--- src/idwba_consts.svh ---
`ifndef IDWBA_CONSTS_SVH
`define IDWBA_CONSTS_SVH
// -------------------------------------------------------------
// bank decode and timing
// -------------------------------------------------------------
`define IDWBA_BANK0_A2      1'b0
`define IDWBA_BANK1_A2      1'b1
`define IDWBA_BANK0_DSEL    1'b0
`define IDWBA_BANK1_DSEL    1'b1
`define IDWBA_CLK_PERIOD_NS 40
`define IDWBA_BUSY_TAIL_CLKS 1
// -------------------------------------------------------------
// reset values
// -------------------------------------------------------------
`define IDWBA_WE_RST        1'b0
`define IDWBA_BUSY_HOLD_RST 1'b0
`define IDWBA_CAS_REL_RST   1'b0
`define IDWBA_BURST_BIT_RST 1'b0
`endif

--- src/idwba_dummy_never.sv ---
`default_nettype none
`default_nettype wire

--- src/idwba_pkg.sv ---
`default_nettype none
package idwba_pkg;
    typedef enum logic {sel_idle, sel_hold} idwba_sel_state_type;
    typedef enum logic {ba_track, ba_burst} idwba_ba_state_type;

    // burst-address inputs shared by both banks
    typedef struct packed {
        logic addr3;
        logic addr_latch_en;
        logic burst_start;
        logic burst_end;
        logic burst_ready_n;
        logic data_select;
        logic read_page_miss;
        logic row_addr13;
    } idwba_burst_in_type;

    typedef struct packed {
        idwba_ba_state_type state;
        logic               burst_bit;
    } idwba_ba_reg_type;

    typedef struct packed {
        idwba_sel_state_type sel0;
        idwba_sel_state_type sel1;
        logic                wen0;
        logic                wen1;
        logic                busy_hold;
        logic                cas_release;
    } idwba_wr_reg_type;
endpackage
`default_nettype wire

--- src/idwba_low_addr.sv ---
`include "idwba_consts.svh"
`default_nettype none
module idwba_low_addr
    import idwba_pkg::*;
#(
    parameter logic BANK_DSEL = `IDWBA_BANK0_DSEL
) (
    // clock and reset
    input  wire logic               clk,
    input  wire logic               resetn,
    // controls
    input  wire idwba_burst_in_type bi,
    input  wire logic               own_write_en,
    input  wire logic               any_write_en,
    input  wire logic               mux_addr_bit,
    // dram pin
    output logic                    low_addr_bit
);
    idwba_ba_reg_type st_reg;
    idwba_ba_reg_type st_next;

    always_comb begin
        st_next = st_reg;
        case (st_reg.state)
            ba_track: begin
                if (bi.addr_latch_en) begin
                    st_next.burst_bit = bi.addr3;
                end
                if (bi.burst_start) begin
                    st_next.state = ba_burst;
                end
            end
            ba_burst: begin
                // one toggle per ready clock keeps later words single-cycle
                if (!bi.burst_ready_n && bi.data_select == BANK_DSEL) begin
                    st_next.burst_bit = ~st_reg.burst_bit;
                end
                if (bi.burst_end) begin
                    st_next.state = ba_track;
                end
            end
            default: st_next.state = ba_track;
        endcase
    end

    always_ff @(posedge clk or negedge resetn) begin
        if (!resetn) begin
            st_reg <= '{state: ba_track, burst_bit: `IDWBA_BURST_BIT_RST};
        end else begin
            st_reg <= st_next;
        end
    end

    // combinational so a write address reaches the pin in its own clock
    always_comb begin
        if (own_write_en) begin
            low_addr_bit = mux_addr_bit;
        end else if (bi.read_page_miss && !any_write_en) begin
            low_addr_bit = bi.row_addr13;
        end else begin
            low_addr_bit = st_reg.burst_bit;
        end
    end
endmodule
`default_nettype wire

--- src/idwba_top.sv ---
`include "idwba_consts.svh"
`default_nettype none
module idwba_top
    import idwba_pkg::*;
(
    // clock and reset
    input  wire logic       clk,
    input  wire logic       resetn,
    // cpu bus qualifiers
    input  wire logic       address_qualify_n,
    input  wire logic       dram_chip_select_n,
    input  wire logic       latched_write_read,
    input  wire logic       latched_addr2,
    input  wire logic       cycle_in_progress_n,
    input  wire logic [3:0] cpu_byte_enables_n,
    input  wire logic       cpu_ready_n,
    input  wire logic       write_miss,
    // cas state machine feedback
    input  wire logic       bank0_cas_write_state_n,
    input  wire logic       bank1_cas_write_state_n,
    input  wire logic       bank0_col_strobe_n,
    input  wire logic       bank1_col_strobe_n,
    // burst address sources
    input  wire logic       cpu_addr3,
    input  wire logic       address_latch_en,
    input  wire logic       burst_read_start,
    input  wire logic       burst_read_end,
    input  wire logic       memory_burst_ready_n,
    input  wire logic       bank_data_select,
    input  wire logic       read_page_miss,
    input  wire logic       row_addr13,
    input  wire logic       bank0_mux_addr_bit,
    input  wire logic       bank1_mux_addr_bit,
    // address path control
    output logic            bank0_write_path_sel,
    output logic            bank1_write_path_sel,
    output logic            bank0_write_strobe_en,
    output logic            bank1_write_strobe_en,
    // dram write strobes
    output logic [3:0]      bank0_byte_write_strobes_n,
    output logic [3:0]      bank1_byte_write_strobes_n,
    // status to ras and cas logic
    output logic            write_in_progress_n,
    output logic            cs_write_in_progress_n,
    output logic            cas_write_release,
    // dram low address pins
    output logic            bank0_low_addr_bit,
    output logic            bank1_low_addr_bit
);
    // -------------------------------------------------------------
    // state
    // -------------------------------------------------------------
    idwba_wr_reg_type   wr_reg;
    idwba_wr_reg_type   wr_next;
    idwba_burst_in_type burst_in;
    logic               valid_write;
    logic               start0;
    logic               start1;
    logic               another0;
    logic               another1;
    logic               ws_active;

    // -------------------------------------------------------------
    // helpers
    // -------------------------------------------------------------
    function automatic idwba_sel_state_type sel_step(
        input idwba_sel_state_type cur,
        input logic                start,
        input logic                col_n,
        input logic                another
    );
        idwba_sel_state_type nxt;
        nxt = cur;
        case (cur)
            sel_idle: begin
                if (start) begin
                    nxt = sel_hold;
                end
            end
            sel_hold: begin
                // cas sampled active means the posted write has landed
                if (!col_n) begin
                    nxt = another ? sel_hold : sel_idle;
                end
            end
            default: nxt = sel_idle;
        endcase
        return nxt;
    endfunction

    function automatic logic we_step(
        input logic                cur,
        input logic                start,
        input idwba_sel_state_type sel,
        input logic                ws_n
    );
        logic nxt;
        nxt = cur;
        if (!cur && start) begin
            nxt = 1'b1;
        end else if (cur && sel == sel_idle && ws_n && !start) begin
            // waits for the select to drop and the cas write state to end, so it outlasts the select by at least a clock
            nxt = 1'b0;
        end
        return nxt;
    endfunction

    function automatic logic [3:0] byte_strobes(
        input logic       we,
        input logic [3:0] be_n
    );
        return be_n | {4{~we}};
    endfunction

    // -------------------------------------------------------------
    // write decode
    // -------------------------------------------------------------
    always_comb begin
        valid_write = !address_qualify_n && !dram_chip_select_n && latched_write_read;
        start0      = valid_write && latched_addr2 == `IDWBA_BANK0_A2;
        start1      = valid_write && latched_addr2 == `IDWBA_BANK1_A2;
        another0    = !cycle_in_progress_n && start0;
        another1    = !cycle_in_progress_n && start1;
        ws_active   = !bank0_cas_write_state_n || !bank1_cas_write_state_n;
    end

    // -------------------------------------------------------------
    // next state
    // -------------------------------------------------------------
    always_comb begin
        wr_next             = wr_reg;
        // a read behind a write simply finds the select still held
        wr_next.sel0        = sel_step(wr_reg.sel0, start0, bank0_col_strobe_n, another0);
        wr_next.sel1        = sel_step(wr_reg.sel1, start1, bank1_col_strobe_n, another1);
        wr_next.wen0        = we_step(wr_reg.wen0, start0, wr_reg.sel0, bank0_cas_write_state_n);
        wr_next.wen1        = we_step(wr_reg.wen1, start1, wr_reg.sel1, bank1_cas_write_state_n);
        wr_next.busy_hold   = ws_active;
        wr_next.cas_release = !cpu_ready_n && !write_miss;
    end

    always_ff @(posedge clk or negedge resetn) begin
        if (!resetn) begin
            wr_reg <= '{sel0: sel_idle, sel1: sel_idle, wen0: `IDWBA_WE_RST, wen1: `IDWBA_WE_RST,
                        busy_hold: `IDWBA_BUSY_HOLD_RST, cas_release: `IDWBA_CAS_REL_RST};
        end else begin
            wr_reg <= wr_next;
        end
    end

    // -------------------------------------------------------------
    // outputs
    // -------------------------------------------------------------
    always_comb begin
        bank0_write_path_sel       = wr_reg.sel0 == sel_hold;
        bank1_write_path_sel       = wr_reg.sel1 == sel_hold;
        bank0_write_strobe_en      = wr_reg.wen0;
        bank1_write_strobe_en      = wr_reg.wen1;
        bank0_byte_write_strobes_n = byte_strobes(wr_reg.wen0, cpu_byte_enables_n);
        bank1_byte_write_strobes_n = byte_strobes(wr_reg.wen1, cpu_byte_enables_n);
        // combinational half keeps refresh from slipping in front of a write miss
        write_in_progress_n        = !(ws_active || wr_reg.busy_hold);
        cs_write_in_progress_n     = write_in_progress_n || dram_chip_select_n;
        cas_write_release          = wr_reg.cas_release;
    end

    // -------------------------------------------------------------
    // low address bits
    // -------------------------------------------------------------
    always_comb begin
        burst_in = '{addr3: cpu_addr3, addr_latch_en: address_latch_en,
                     burst_start: burst_read_start, burst_end: burst_read_end,
                     burst_ready_n: memory_burst_ready_n, data_select: bank_data_select,
                     read_page_miss: read_page_miss, row_addr13: row_addr13};
    end

    idwba_low_addr #(
        .BANK_DSEL (`IDWBA_BANK0_DSEL)
    ) u_bank0_addr (
        .clk          (clk),
        .resetn       (resetn),
        .bi           (burst_in),
        .own_write_en (wr_reg.wen0),
        .any_write_en (wr_reg.wen0 || wr_reg.wen1),
        .mux_addr_bit (bank0_mux_addr_bit),
        .low_addr_bit (bank0_low_addr_bit)
    );

    idwba_low_addr #(
        .BANK_DSEL (`IDWBA_BANK1_DSEL)
    ) u_bank1_addr (
        .clk          (clk),
        .resetn       (resetn),
        .bi           (burst_in),
        .own_write_en (wr_reg.wen1),
        .any_write_en (wr_reg.wen0 || wr_reg.wen1),
        .mux_addr_bit (bank1_mux_addr_bit),
        .low_addr_bit (bank1_low_addr_bit)
    );
endmodule
`default_nettype wire

--- config.mk ---
export PLATFORM = sky130hd
export DESIGN_NAME = idwba_top
export DESIGN_NICKNAME = d
export VERILOG_FILES = /design/src/idwba_dummy_never.sv /design/src/idwba_pkg.sv /design/src/idwba_low_addr.sv /design/src/idwba_top.sv
export VERILOG_INCLUDE_DIRS = /design/src
export SDC_FILE = /design/constraint.sdc
export NUM_CORES = 1
export LEC_CHECK = 0
export ABC_AREA = 1
export BUFFER_PORTS_ARGS = -buffer_cell sky130_fd_sc_hd__buf_4
export CAP_MARGIN = 20
export CORE_UTILIZATION = 34
export DETAILED_ROUTE_END_ITERATION = 7
export PLACE_DENSITY = 0.71
export SLEW_MARGIN = 20
export SYNTH_ARGS = -nofsm -noshare
export SYNTH_HDL_FRONTEND = slang
export SYNTH_SLANG_ARGS = --single-unit
--- constraint.sdc ---
create_clock -name clk -period 1.1 [get_ports clk]
set_clock_uncertainty 0.15 [all_clocks]
set_input_delay 0.22 -clock clk [delete_from_list [all_inputs] [get_ports clk]]
set_output_delay 0.22 -clock clk [all_outputs]
set_load 0.02 [all_outputs]
Word level (Yosys, flattened, before mapping) --
Index checks and enable logic that the tools add are counted.
Cells by class: eq/ne operators 4, mux-type cells 23, bitwise gates (word level) 12, reduce and logical (&&, ||, !) cells 40
Operators with widths (number):
- $mux 1 | 19
- $logic_and 1x1->1 | 18
- $logic_not 1->1 | 14
- $not 1->1 | 10
- $ne 2x2->1 const B | 4
- $or 4x4->4 | 2
- $pmux 2 s2 | 2
- $logic_or 1x1->1 | 4
- $pmux 1 s2 | 2
- $reduce_and 2->1 | 2
- $reduce_bool 2->1 | 2
Storage, ports and cells: register bits 10, bits of input ports 27, output and inout bits 17, word-level logic and storage cells 89

Depth between registers and ports, before layout --
Gate-level depths: netlist (run 1).
depth after elaboration 8, mapped depth 5, mapped depth without buffers 5

Modules after synthesis --
A second synthesis (run 1) with hierarchy kept.
Unflattened totals: cells, all modules 89, area total of the unflattened synthesis 583.1 µm²
By module, submodules not included:
- idwba_top | times used 1, cells each 41, area each 304.0 µm², sequential area each 150.1 µm²
- idwba_low_addr (u_bank1_addr) | times used 1, cells each 24, area each 140.1 µm², sequential area each 50.0 µm²
- idwba_low_addr (u_bank0_addr) | times used 1, cells each 24, area each 138.9 µm², sequential area each 50.0 µm²

Worst setup path after synthesis (run 1) --
No wires, ideal clock.
path kind flip-flop to output port, from reg wr_reg, in the netlist bank1_write_strobe_en, to out bank0_low_addr_bit, data arrival time 1.081 ns, data required time 0.730 ns, path slack -0.351 ns, stages on the path, launching flop included 5, buffers on the path 1, cells stage by stage dfrtp_1 -> buf_6 -> nor2_2 -> nand3_1 -> a21oi_2
On the way: word-level cells in the longest chain between the ends 5
RTL lines:
- start, declared | line idwba_top.sv:53 | idwba_wr_reg_type wr_reg;
- start signal, assigned | line idwba_top.sv:143 | wr_reg <= '{sel0: sel_idle, sel1: sel_idle, wen0: `IDWBA_WE_RST, wen1: `IDWBA_WE_RST,
- start signal, assigned | line idwba_top.sv:146 | wr_reg <= wr_next;
- $logic_or 1x1->1 | line idwba_top.sv:183 | .any_write_en (wr_reg.wen0 || wr_reg.wen1),
- $logic_not 1->1 | line idwba_low_addr.sv:58 | end else if (bi.read_page_miss && !any_write_en) begin
- $logic_and 1x1->1 | line idwba_low_addr.sv:58
- $mux 1 | line idwba_low_addr.sv:58
- $mux 1 | line idwba_low_addr.sv:56 | if (own_write_en) begin
- end, declared | line idwba_top.sv:47 | output logic bank0_low_addr_bit,
Every way passes these cells.

Worst setup path in the final report (run 1) --
from reg wr_reg, in the netlist bank0_write_strobe_en, to out bank0_low_addr_bit
On the way: word-level cells in the longest chain between the ends 5
RTL lines (line):
- $logic_or 1x1->1 | idwba_top.sv:183
- $logic_not 1->1 | idwba_low_addr.sv:58
- $logic_and 1x1->1 | idwba_low_addr.sv:58
- $mux 1 | idwba_low_addr.sv:58
- $mux 1 * | idwba_low_addr.sv:56
Every way passes the cells marked *; elsewhere a longest branch is shown, timed or not.

==> metrics.md, run 1 <==
| Metric | Value |
|---|---|
| Fmax | 641 MHz |
| FF+latch count, synth | 10 |
| Clock Path Buffers | 2 |
| Vias after detailed routing | 726 |
| Post-route cell area | 0.00110 mm^2 |
| Largest net degree at the start of global routing | 11 |
| Post-Syn Instances | 82 |
| Placer Congestion | 0.770 |
| Finished Core Util | 72.0% |
| Crit-path max FO | 4 |
| Status | finished, violations left |
| Hold Path End | bank1_write_path_sel |
| Fin. Hold Viols | 0 |
| Post-synthesis compound-gate area fraction | 12.7% |
| Worst VDD drop | 748 uV |
| Slew Limit Fails | 0 |
| Vias in the first global route | 658 |
| Drt first-iter violations | 11 |
| Synth area leaders | dfrtp_1 (44%), nand2_1 (21%), inv_1 (8.7%) |
| CTS Buf Count | 3 |
| R2R cell count | 3 |
| Die ar. | 0.00182 mm^2 |
| Pwr/cell area | 1060 mW/mm^2 |
| Xor/xnor share of the synthesized area | 0% |
| Syn Area/Cell | 6.87 um^2 |
| Root cell of the clock tree | clkbuf_4 |
| Synth Area in Adders | 0% |
| Final setup margin | -0.461 ns |
| Simple-Gate Fraction of Synth Area | 31.6% |
| Clk slew on worst S/H paths | 0.06 ns |
| Crit end category | output pin |
| Dpl ws | -0.244 ns |
| Failing checks | negative setup slack |
| Vias per inst | 4.75 |
| Worst hold path type | primary input to flip-flop |
| Dominant cell type by area after synthesis | dfrtp_1 |
| IO Count | 44 |
| Synthesis-to-finish area growth | 94.9% |
| First-pass GRT wire length | 2590 um |
| Placed insts | 144 |
| Tot Pwr | 0.00117 W |
| Detailed placement HPWL | 1170 um |
| Post-synthesis mux area share | 0% |
| Slew @ Worst Pin | 0.206 ns |
| Mapped Area | 563 um^2 |
| Layout Nets | 166 |
| Max cap viols | 0 |
| Top cell type's share of synthesized area | 44.4% |
| Reg2reg start | bank1_write_strobe_en |
| CTS tree | built |
| Final Non-Filler Cells | 153 |
| Rows | 14 |
| Hold Startpoint | bank1_col_strobe_n |
| Final WL | 1580 um |
| Layout cells sized above 1 | 48.2% |
| Sequential area share after synthesis | 44.4% |
| Inserted Diodes | 0 |
| R2R Setup Slk | 0.07 ns |
| Pre-antenna DRT Iters | 4 |
| Worst-skew pair later-pin latency | 0.26 ns |
| Post-placement cell area | 950 um^2 |
| YS warnings | 0 |
| Min Tclk post-route | 1.56 ns |
| Wire length per cell | 10.3 um |
| Final setup viols | 17 |
| FF-to-FF End | bank1_write_strobe_en |
| Largest family of logic cells by synthesized area | simple AND/OR/NAND/NOR gates |
| CP arrival | 1.19 ns |
| DRC viols | 0 |
| Antenna violations before repair | 0 |
| Buffers on Ports | 43 |
| Remaining antenna violation count | 0 |
| Global-route usage over all layers | 19.0% |
| Die W | 42.7 um |
| GR Overflow Total | 0 |
| RSZ-0062 raised after global routing | yes |
| Rel. slew slack | 86.2% |
| Total core area | 0.00152 mm^2 |
| Worst Path Required | 0.73 ns |
| Static Leakage | 0.607 nW |
| CTS Sinks | 10 |
| Die height | 42.7 um |
| Fin crit share | 142% |
| Yosys cell types | 14 |
| H-Tree Depth | 1 |
| CP startpoint kind | flip-flop |
| Hold path depth | 3 |
| Mapped Nets | 109 |
| Initial Util | 36.9% |
| Crit Path Class | flip-flop to output pin |
placed cells by master, fill, tap and decap left out:
cell type and count:
nand3_1 4, dfrtp_1 8, nand2_2 5, dfrtp_2 2, nor2_1 5, o211ai_1 1
clkbuf_4 3, nand3_4 1, nor2_4 1, inv_1 13, o21ai_0 5, buf_6 12
a21oi_4 1, buf_4 38, nand2_1 25, a21oi_1 1, or2_1 1, nand2_4 1
dlygate4sd3_1 3, inv_2 1, nand3_2 1, o21ai_1 5
power breakdown:
group          internal, W  total [W]  leakage (nW)  switching (W)
logic             0.000248   0.000471         0.470       0.000223
registers         0.000417   0.000454         0.123      0.0000371
clock network     0.000126   0.000244        0.0138       0.000118
total             0.000791    0.00117         0.607       0.000378
metrics by stage:
step | hold slack, ns | setup TNS, ns
finish | 0.00513 | -4.49
global route | 0.0115 | -5.13
CTS | 0.00228 | -4.40
detailed placement | -0.0923 | -0.756
global placement | -0.0944 | -0.710
floorplan | -0.226 | -0.475
cell type report:
| class | instances | area [um^2] |
|---|---|---|
| Tap cell | 16 | 20.0 |
| Clock buffer | 3 | 22.5 |
| Multi-Input combinational cell | 57 | 299 |
| Inverter | 14 | 52.6 |
| Timing Repair Buffer | 53 | 450 |
| Fill cell | 130 | 427 |
| Sequential cell | 10 | 253 |
critical path: stages, from the launching register on:
cell and delay [ns]:
dfrtp_2 0.43, or2_1 0.22, nand2_2 0.09, a21oi_4 0.06
buf_6 0.13
cells by family after synthesis:
group | count (synthesis)
simple gates | 44
flops | 10
buf+inv | 15
compound gates | 13
cell usage after synthesis:
| master | n |
|---|---|
| nand2_1 | 31 |
| inv_1 | 13 |
| dfrtp_1 | 10 |
| o21ai_0 | 8 |
| nand3_1 | 6 |
| nor2_1 | 5 |
| o21ai_1 | 2 |
| a21oi_1 | 1 |
| a21oi_2 | 1 |
| buf_6 | 1 |
| inv_2 | 1 |
| nor2_2 | 1 |
| o211ai_1 | 1 |
| or2_1 | 1 |
per-layer routing:
layer | share of wire [%] | vias to the layer above | wire (um) | global-route usage (%)
li1 | - | 363 | - | -
met1 | 38 | 325 | 601 | 20.5
met2 | 53 | 34 | 836 | 35.2
met3 | 8.0 | 4 | 126 | 2.98
met4 | 1.2 | 0 | 19 | 9.38
met5 | 0 | - | 0 | 0
how the worst max path moves through the flow:
stage / startpoint / cells past startpoint / slack, ns / to
after detailed placement: bank0_write_strobe_en / 4 / -0.24 / bank0_low_addr_bit
after global routing: bank0_write_strobe_en / 4 / -0.51 / bank0_low_addr_bit
after CTS: bank0_write_strobe_en / 4 / -0.46 / bank0_low_addr_bit
final: bank0_write_strobe_en / 4 / -0.46 / bank0_low_addr_bit
after floorplan: bank1_write_strobe_en / 4 / -0.24 / bank0_low_addr_bit
after global placement: bank0_write_strobe_en / 4 / -0.23 / bank0_low_addr_bit
timing repair:
item,CTS,global route
gates cloned,0,0
pin swaps,9,2
resized for setup,18,5
hold endpoints to repair,11,0
hold buffers,3,0
buffers inserted,2,2
setup endpoints to repair,17,19
(Power assumes the default switching activity.)
==> run 2: changes to the inputs <==
--- a/config.mk
+++ b/config.mk
@@ -6,12 +6,11 @@
 export SDC_FILE = /design/constraint.sdc
 export NUM_CORES = 1
 export LEC_CHECK = 0
-export ABC_AREA = 1
 export BUFFER_PORTS_ARGS = -buffer_cell sky130_fd_sc_hd__buf_4
 export CAP_MARGIN = 20
-export CORE_UTILIZATION = 34
+export CORE_UTILIZATION = 33
 export DETAILED_ROUTE_END_ITERATION = 7
-export PLACE_DENSITY = 0.71
+export PLACE_DENSITY = 0.7
 export SLEW_MARGIN = 20
 export SYNTH_ARGS = -nofsm -noshare
 export SYNTH_HDL_FRONTEND = slang
==> metrics.md, run 2 <==
| Metric | Value |
|---|---|
| Synthesis-to-finish area growth | 147% |
| Largest net degree at the start of global routing | 11 |
| Detailed placement HPWL | 1120 um |
| CTS tree | built |
| Sequential area share after synthesis | 45.7% |
| Syn Area/Cell | 10.3 um^2 |
| Die height | 42.8 um |
| Root cell of the clock tree | clkbuf_4 |
| GR Overflow Total | 0 |
| CTS Buf Count | 3 |
| Inserted Diodes | 0 |
| YS warnings | 0 |
| Antenna violations before repair | 0 |
| Clock Path Buffers | 2 |
| Max cap viols | 0 |
| Worst Path Required | 0.73 ns |
| First-pass GRT wire length | 2830 um |
| Rel. slew slack | 79.8% |
| Crit path max-delay family | flip-flops |
| Top post-synthesis cells by count | dfrtp_1 (10), nand2b_1 (10), nand2_1 (6) |
| Pwr/cell area | 998 mW/mm^2 |
| IO Count | 44 |
| Final setup viols | 19 |
| Wire length per cell | 13.5 um |
| Layout cells sized above 1 | 67.7% |
| Die W | 42.8 um |
| Vias in the first global route | 654 |
| Placer Congestion | 0.717 |
| Crit-path max FO | 4 |
| Placed insts | 123 |
| Crit Path Class | flip-flop to output pin |
| Dominant cell type by area after synthesis | dfrtp_1 |
| Final Non-Filler Cells | 140 |
| Async S/R FF share, synth | 100% |
| H-Tree Depth | 1 |
| Rows | 14 |
| Post-synth EDFFs | 0 |
| Sw frac | 28.6% |
| Initial Util | 36.0% |
| CP startpoint kind | flip-flop |
| Synth area leaders | dfrtp_1 (46%), nand2b_1 (11%), mux2i_1 (7.3%) |
| Worst hold path type | primary input to flip-flop |
| Failing checks | negative setup slack |
| Worst Path Buf+Inv | 1 |
| Total core area | 0.00152 mm^2 |
| Pre-antenna DRT Iters | 6 |
| Mapped Area | 548 um^2 |
| Hold Startpoint | bank0_cas_write_state_n |
| Top cell type's share of synthesized area | 45.7% |
| Yosys cell types | 19 |
| Layout Nets | 152 |
| Sw Pwr | 0.000386 W |
| Crit-path max cell delay | 0.45 ns |
| Min Tclk post-route | 1.60 ns |
| Final setup TNS | -5.83 ns |
| Top_reg_cell synth | dfrtp_1 |
| Clk slew on worst S/H paths | 0.07 ns |
| RSZ-0062 raised after global routing | yes |
| Fin crit share | 146% |
| Drt first-iter violations | 5 |
| Fin. Hold Viols | 0 |
| Hold_ws | 0.00881 ns |
| Static Leakage | 0.666 nW |
| Global-route usage over all layers | 20.7% |
| Critical-path top delay cell | dfrtp_2 |
| Worst VDD drop | 979 uV |
| Reg2reg start | u_bank0_addr.st_reg[0] |
| Multi-input gate area | 415 um^2 |
| Internal power | 0.000963 W |
| Die ar. | 0.00183 mm^2 |
| Vias per inst | 4.86 |
| Post-Syn Instances | 53 |
| Final setup margin | -0.501 ns |
| Commonest cells after routing, fill and taps aside | buf_4 (38), buf_6 (24), nand2b_4 (9), dfrtp_1 (8), nand2_1 (6) |
| Fmax | 625 MHz |
| Flop pwr share | 32.5% |
| Buffers on Ports | 43 |
| CP Launch Point | bank0_write_strobe_en |
| Fill cells | 62 |
| Comb pwr share | 43.0% |
| FF+latch count, synth | 10 |
| CP Cell Sequence | nand4bb_4, o311ai_4, buf_6 |
| Status | finished, violations left |
| DRC viols | 0 |
| Slew @ Worst Pin | 0.302 ns |
| CTS Sinks | 10 |
| Vias after detailed routing | 681 |
| Slew Limit Fails | 0 |
| Crit end category | output pin |
| Clk pwr share | 24.5% |
| Final WL | 1890 um |
| Remaining antenna violation count | 0 |
| CP arrival | 1.23 ns |
| Worst-skew pair later-pin latency | 0.27 ns |
| Finished Core Util | 88.7% |
| Mapped Nets | 80 |
| Commonest non-fill, non-tap cell in the layout | buf_4 |
| FF+latch area | 253 um^2 |
==> run 2: cell count changes in the layout (fill, tap and decap cells not counted), sizes merged, moves of 6 or more <==
cell,delta
nand2,-25
o21ai,-10
inv,-11
nand2b,+10
buf,+13
nand3,-6
==> run 2: kinds of logic (layout without fill, tap and decap cells) <==
group	count (synthesis)	after routing	share of synthesized area, %
buffers and inverters	3	74	2.05
flip-flops	10	10	45.7
multiplexers	4	4	7.31
AND/OR/NAND/NOR	26	26	29.7
AO/OA/AOI/OAI	10	10	15.3
==> run 2: worst paths after layout <==
| path | end | slack, ns | cells past startpoint |
|---|---|---|---|
| setup reg to reg | u_bank0_addr.st_reg[0] | -0.33 | 4 |
| hold reg to reg | u_bank1_addr.st_reg[1] | 0.41 | 1 |
| setup / recovery | bank0_low_addr_bit | -0.50 | 3 |
| min in group asynchronous | wr_reg[1] | 0.19 | 2 |
| max in group asynchronous | bank1_write_strobe_en | 0.47 | 2 |
| hold / removal | wr_reg[1] | 0.009 | 2 |
==> run 2: what timing repair did <==
action | 4_1_cts | 5_1_grt
resized for setup | 20 | 15
hold endpoints to repair | 13 | 0
setup endpoints to repair | 18 | 21
hold buffers | 4 | 0
pin swaps | 5 | 3
buffers inserted | 6 | 3
==> run 2: layer usage <==
metal	up-vias	part of all wire [%]	global-route usage [%]
li1	337	-	-
met1	303	36	23.9
met2	38	56	38.5
met3	3	6.6	3.83
met4	0	0.79	5.63
met5	-	0	0
==> run 2: cell type report <==
cell class	instances	area share (%)
Clock buffer	4	2.69
Inverter	3	0.833
Multi-Input combinational cell	40	30.7
Sequential cell	10	18.7
Tap cell	16	1.48
Timing Repair Buffer	67	45.6
==> run 2: through the flow <==
stage	setup slack [ns]	instance area (um^2)	power, W
floorplan	-0.186	602	0.000633
global placement	-0.230	1030	0.000852
detailed placement	-0.237	1030	0.000858
CTS	-0.495	1250	0.00128
global route	-0.549	1350	0.00142
finish	-0.501	1350	0.00135
==> run 2: power by group through the flow <==
| stage | sequential [W] | combinational (W) | clock, W |
|---|---|---|---|
| CTS | 0.000434 | 0.000510 | 0.000332 |
| floorplan | 0.000462 | 0.000171 | 0 |
| detailed placement | 0.000442 | 0.000415 | 0 |
| global placement | 0.000441 | 0.000410 | 0 |
| global route | 0.000444 | 0.000617 | 0.000355 |
| finish | 0.000439 | 0.000579 | 0.000330 |
==> run 3: changes to the inputs <==
--- a/config.mk
+++ b/config.mk
@@ -10,6 +10,7 @@
 export CAP_MARGIN = 20
 export CORE_UTILIZATION = 33
 export DETAILED_ROUTE_END_ITERATION = 7
+export HOLD_SLACK_MARGIN = 0.08
 export PLACE_DENSITY = 0.7
 export SLEW_MARGIN = 20
 export SYNTH_ARGS = -nofsm -noshare
==> metrics.md, run 3 (synthesis gave the netlist of run 2 again) <==
| Metric | Value |
|---|---|
| Status | finished, violations left |
| Failing checks | negative setup slack |
| Final WL | 2020 um |
| H-Tree Depth | 1 |
| Vias after detailed routing | 715 |
| Crit end category | output pin |
| Rel. slew slack | 80.4% |
| Layout cells sized above 1 | 65.6% |
| Clock Path Buffers | 2 |
| Buffers on Ports | 43 |
| Hold_ws | 0.110 ns |
| Min Tclk post-route | 1.60 ns |
| Largest net degree at the start of global routing | 11 |
| Inserted Diodes | 0 |
| Fill cells | 57 |
| Die W | 42.8 um |
| Rows | 14 |
| Wire length per cell | 14.1 um |
| Pre-antenna DRT Iters | 4 |
| Worst Path Required | 0.73 ns |
| Global-route usage over all layers | 20.9% |
| Remaining antenna violation count | 0 |
| Comb pwr share | 43.6% |
| GR Overflow Total | 0 |
| Commonest cells after routing, fill and taps aside | buf_4 (38), buf_6 (24), nand2b_4 (9), dfrtp_1 (8), dlygate4sd3_1 (8) |
| Clk pwr share | 24.0% |
| Fmax | 627 MHz |
| IO Count | 44 |
| Final setup margin | -0.495 ns |
| Fin. Hold Viols | 0 |
| Max cap viols | 0 |
| Fin crit share | 145% |
| Static Leakage | 0.681 nW |
| CTS Buf Count | 3 |
| Vias in the first global route | 661 |
| Final setup TNS | -5.79 ns |
| Total core area | 0.00152 mm^2 |
| Slew @ Worst Pin | 0.290 ns |
| Commonest non-fill, non-tap cell in the layout | buf_4 |
| Synthesis-to-finish area growth | 154% |
| Worst hold path type | primary input to flip-flop |
| Antenna violations before repair | 0 |
| Crit-path max FO | 4 |
| Sw frac | 29.0% |
| First-pass GRT wire length | 2870 um |
| Dpl ws | -0.237 ns |
| Worst-skew pair later-pin latency | 0.26 ns |
| Layout Nets | 156 |
| CTS tree | built |
| Flop pwr share | 32.4% |
| CTS Sinks | 10 |
| Detailed placement HPWL | 1120 um |
| Worst VDD drop | 946 uV |
| RSZ-0062 raised after global routing | yes |
| Clk slew on worst S/H paths | 0.07 ns |
| Vias per inst | 4.97 |
| Pwr/cell area | 983 mW/mm^2 |
| DRC viols | 0 |
| Die ar. | 0.00183 mm^2 |
| Sw Pwr | 0.000396 W |
| Crit Path Class | flip-flop to output pin |
| Drt first-iter violations | 3 |
| Internal power | 0.000972 W |
| Slew Limit Fails | 0 |
| CP arrival | 1.23 ns |
| Final setup viols | 20 |
| Initial Util | 36.0% |
| Placer Congestion | 0.717 |
| Root cell of the clock tree | clkbuf_4 |
| CP startpoint kind | flip-flop |
| Die height | 42.8 um |
[run 3: what timing repair did]
item,CTS,global route
setup buffers,6,3
endpoints found under the hold margin,16,1
hold buffers,7,1
pin swaps,5,3
setup endpoints to repair,18,21
gates resized for setup,20,15
[run 3: stage by stage]
stage	utilization [%]	power, W	area [um^2]	instances
3_3_place_gp	67.4	0.000852	1030	123
4_1_cts	84.1	0.00128	1280	140
5_1_grt	91.3	0.00145	1390	144
6_report	91.3	0.00137	1390	144
2_1_floorplan	-	0.000633	602	53
3_5_place_dp	67.4	0.000858	1030	123
[run 3: cell type report]
cell class	count	area, um^2	share of cell area (%)
clock buffer	4	36.3	2.61
multi-input combinational	40	415	29.9
sequential	10	253	18.2
timing repair buffer	71	656	47.1
inverter	3	11.3	0.809
tap	16	20.0	1.44
[run 3: worst paths after layout]
kind,start,end,slack [ns],cells after the start
setup / recovery,bank0_write_strobe_en,bank0_low_addr_bit,-0.50,3
hold / removal,memory_burst_ready_n,u_bank0_addr.st_reg[0],0.11,3
setup reg to reg,u_bank0_addr.st_reg[0],u_bank0_addr.st_reg[0],-0.34,4
hold reg to reg,u_bank1_addr.st_reg[1],u_bank1_addr.st_reg[1],0.43,1
max in group asynchronous,resetn,bank1_write_strobe_en,0.48,2
min in group asynchronous,resetn,u_bank0_addr.st_reg[0],0.17,2
[run 3: critical path, stage by stage, from the launching register on]
cell	delay, ns
dfrtp_2	0.45
nand4bb_4	0.27
o311ai_4	0.09
buf_6	0.15
[run 3: layer usage]
| metal | routed length (um) | track usage (%) | vias up |
|---|---|---|---|
| li1 | - | - | 344 |
| met1 | 710 | 25.2 | 332 |
| met2 | 1180 | 37.3 | 39 |
| met3 | 134 | 4.26 | 0 |
| met4 | 0 | 5.63 | 0 |
| met5 | 0 | 0 | - |
[run 3: power by group through the flow]
| stage | Combinational, W | Clock (W) | Sequential, W |
|---|---|---|---|
| after floorplan | 0.000171 | 0 | 0.000462 |
| after global placement | 0.000410 | 0 | 0.000441 |
| after detailed placement | 0.000415 | 0 | 0.000442 |
| after CTS | 0.000519 | 0.000332 | 0.000434 |
| after global routing | 0.000632 | 0.000373 | 0.000447 |
| final | 0.000597 | 0.000329 | 0.000443 |
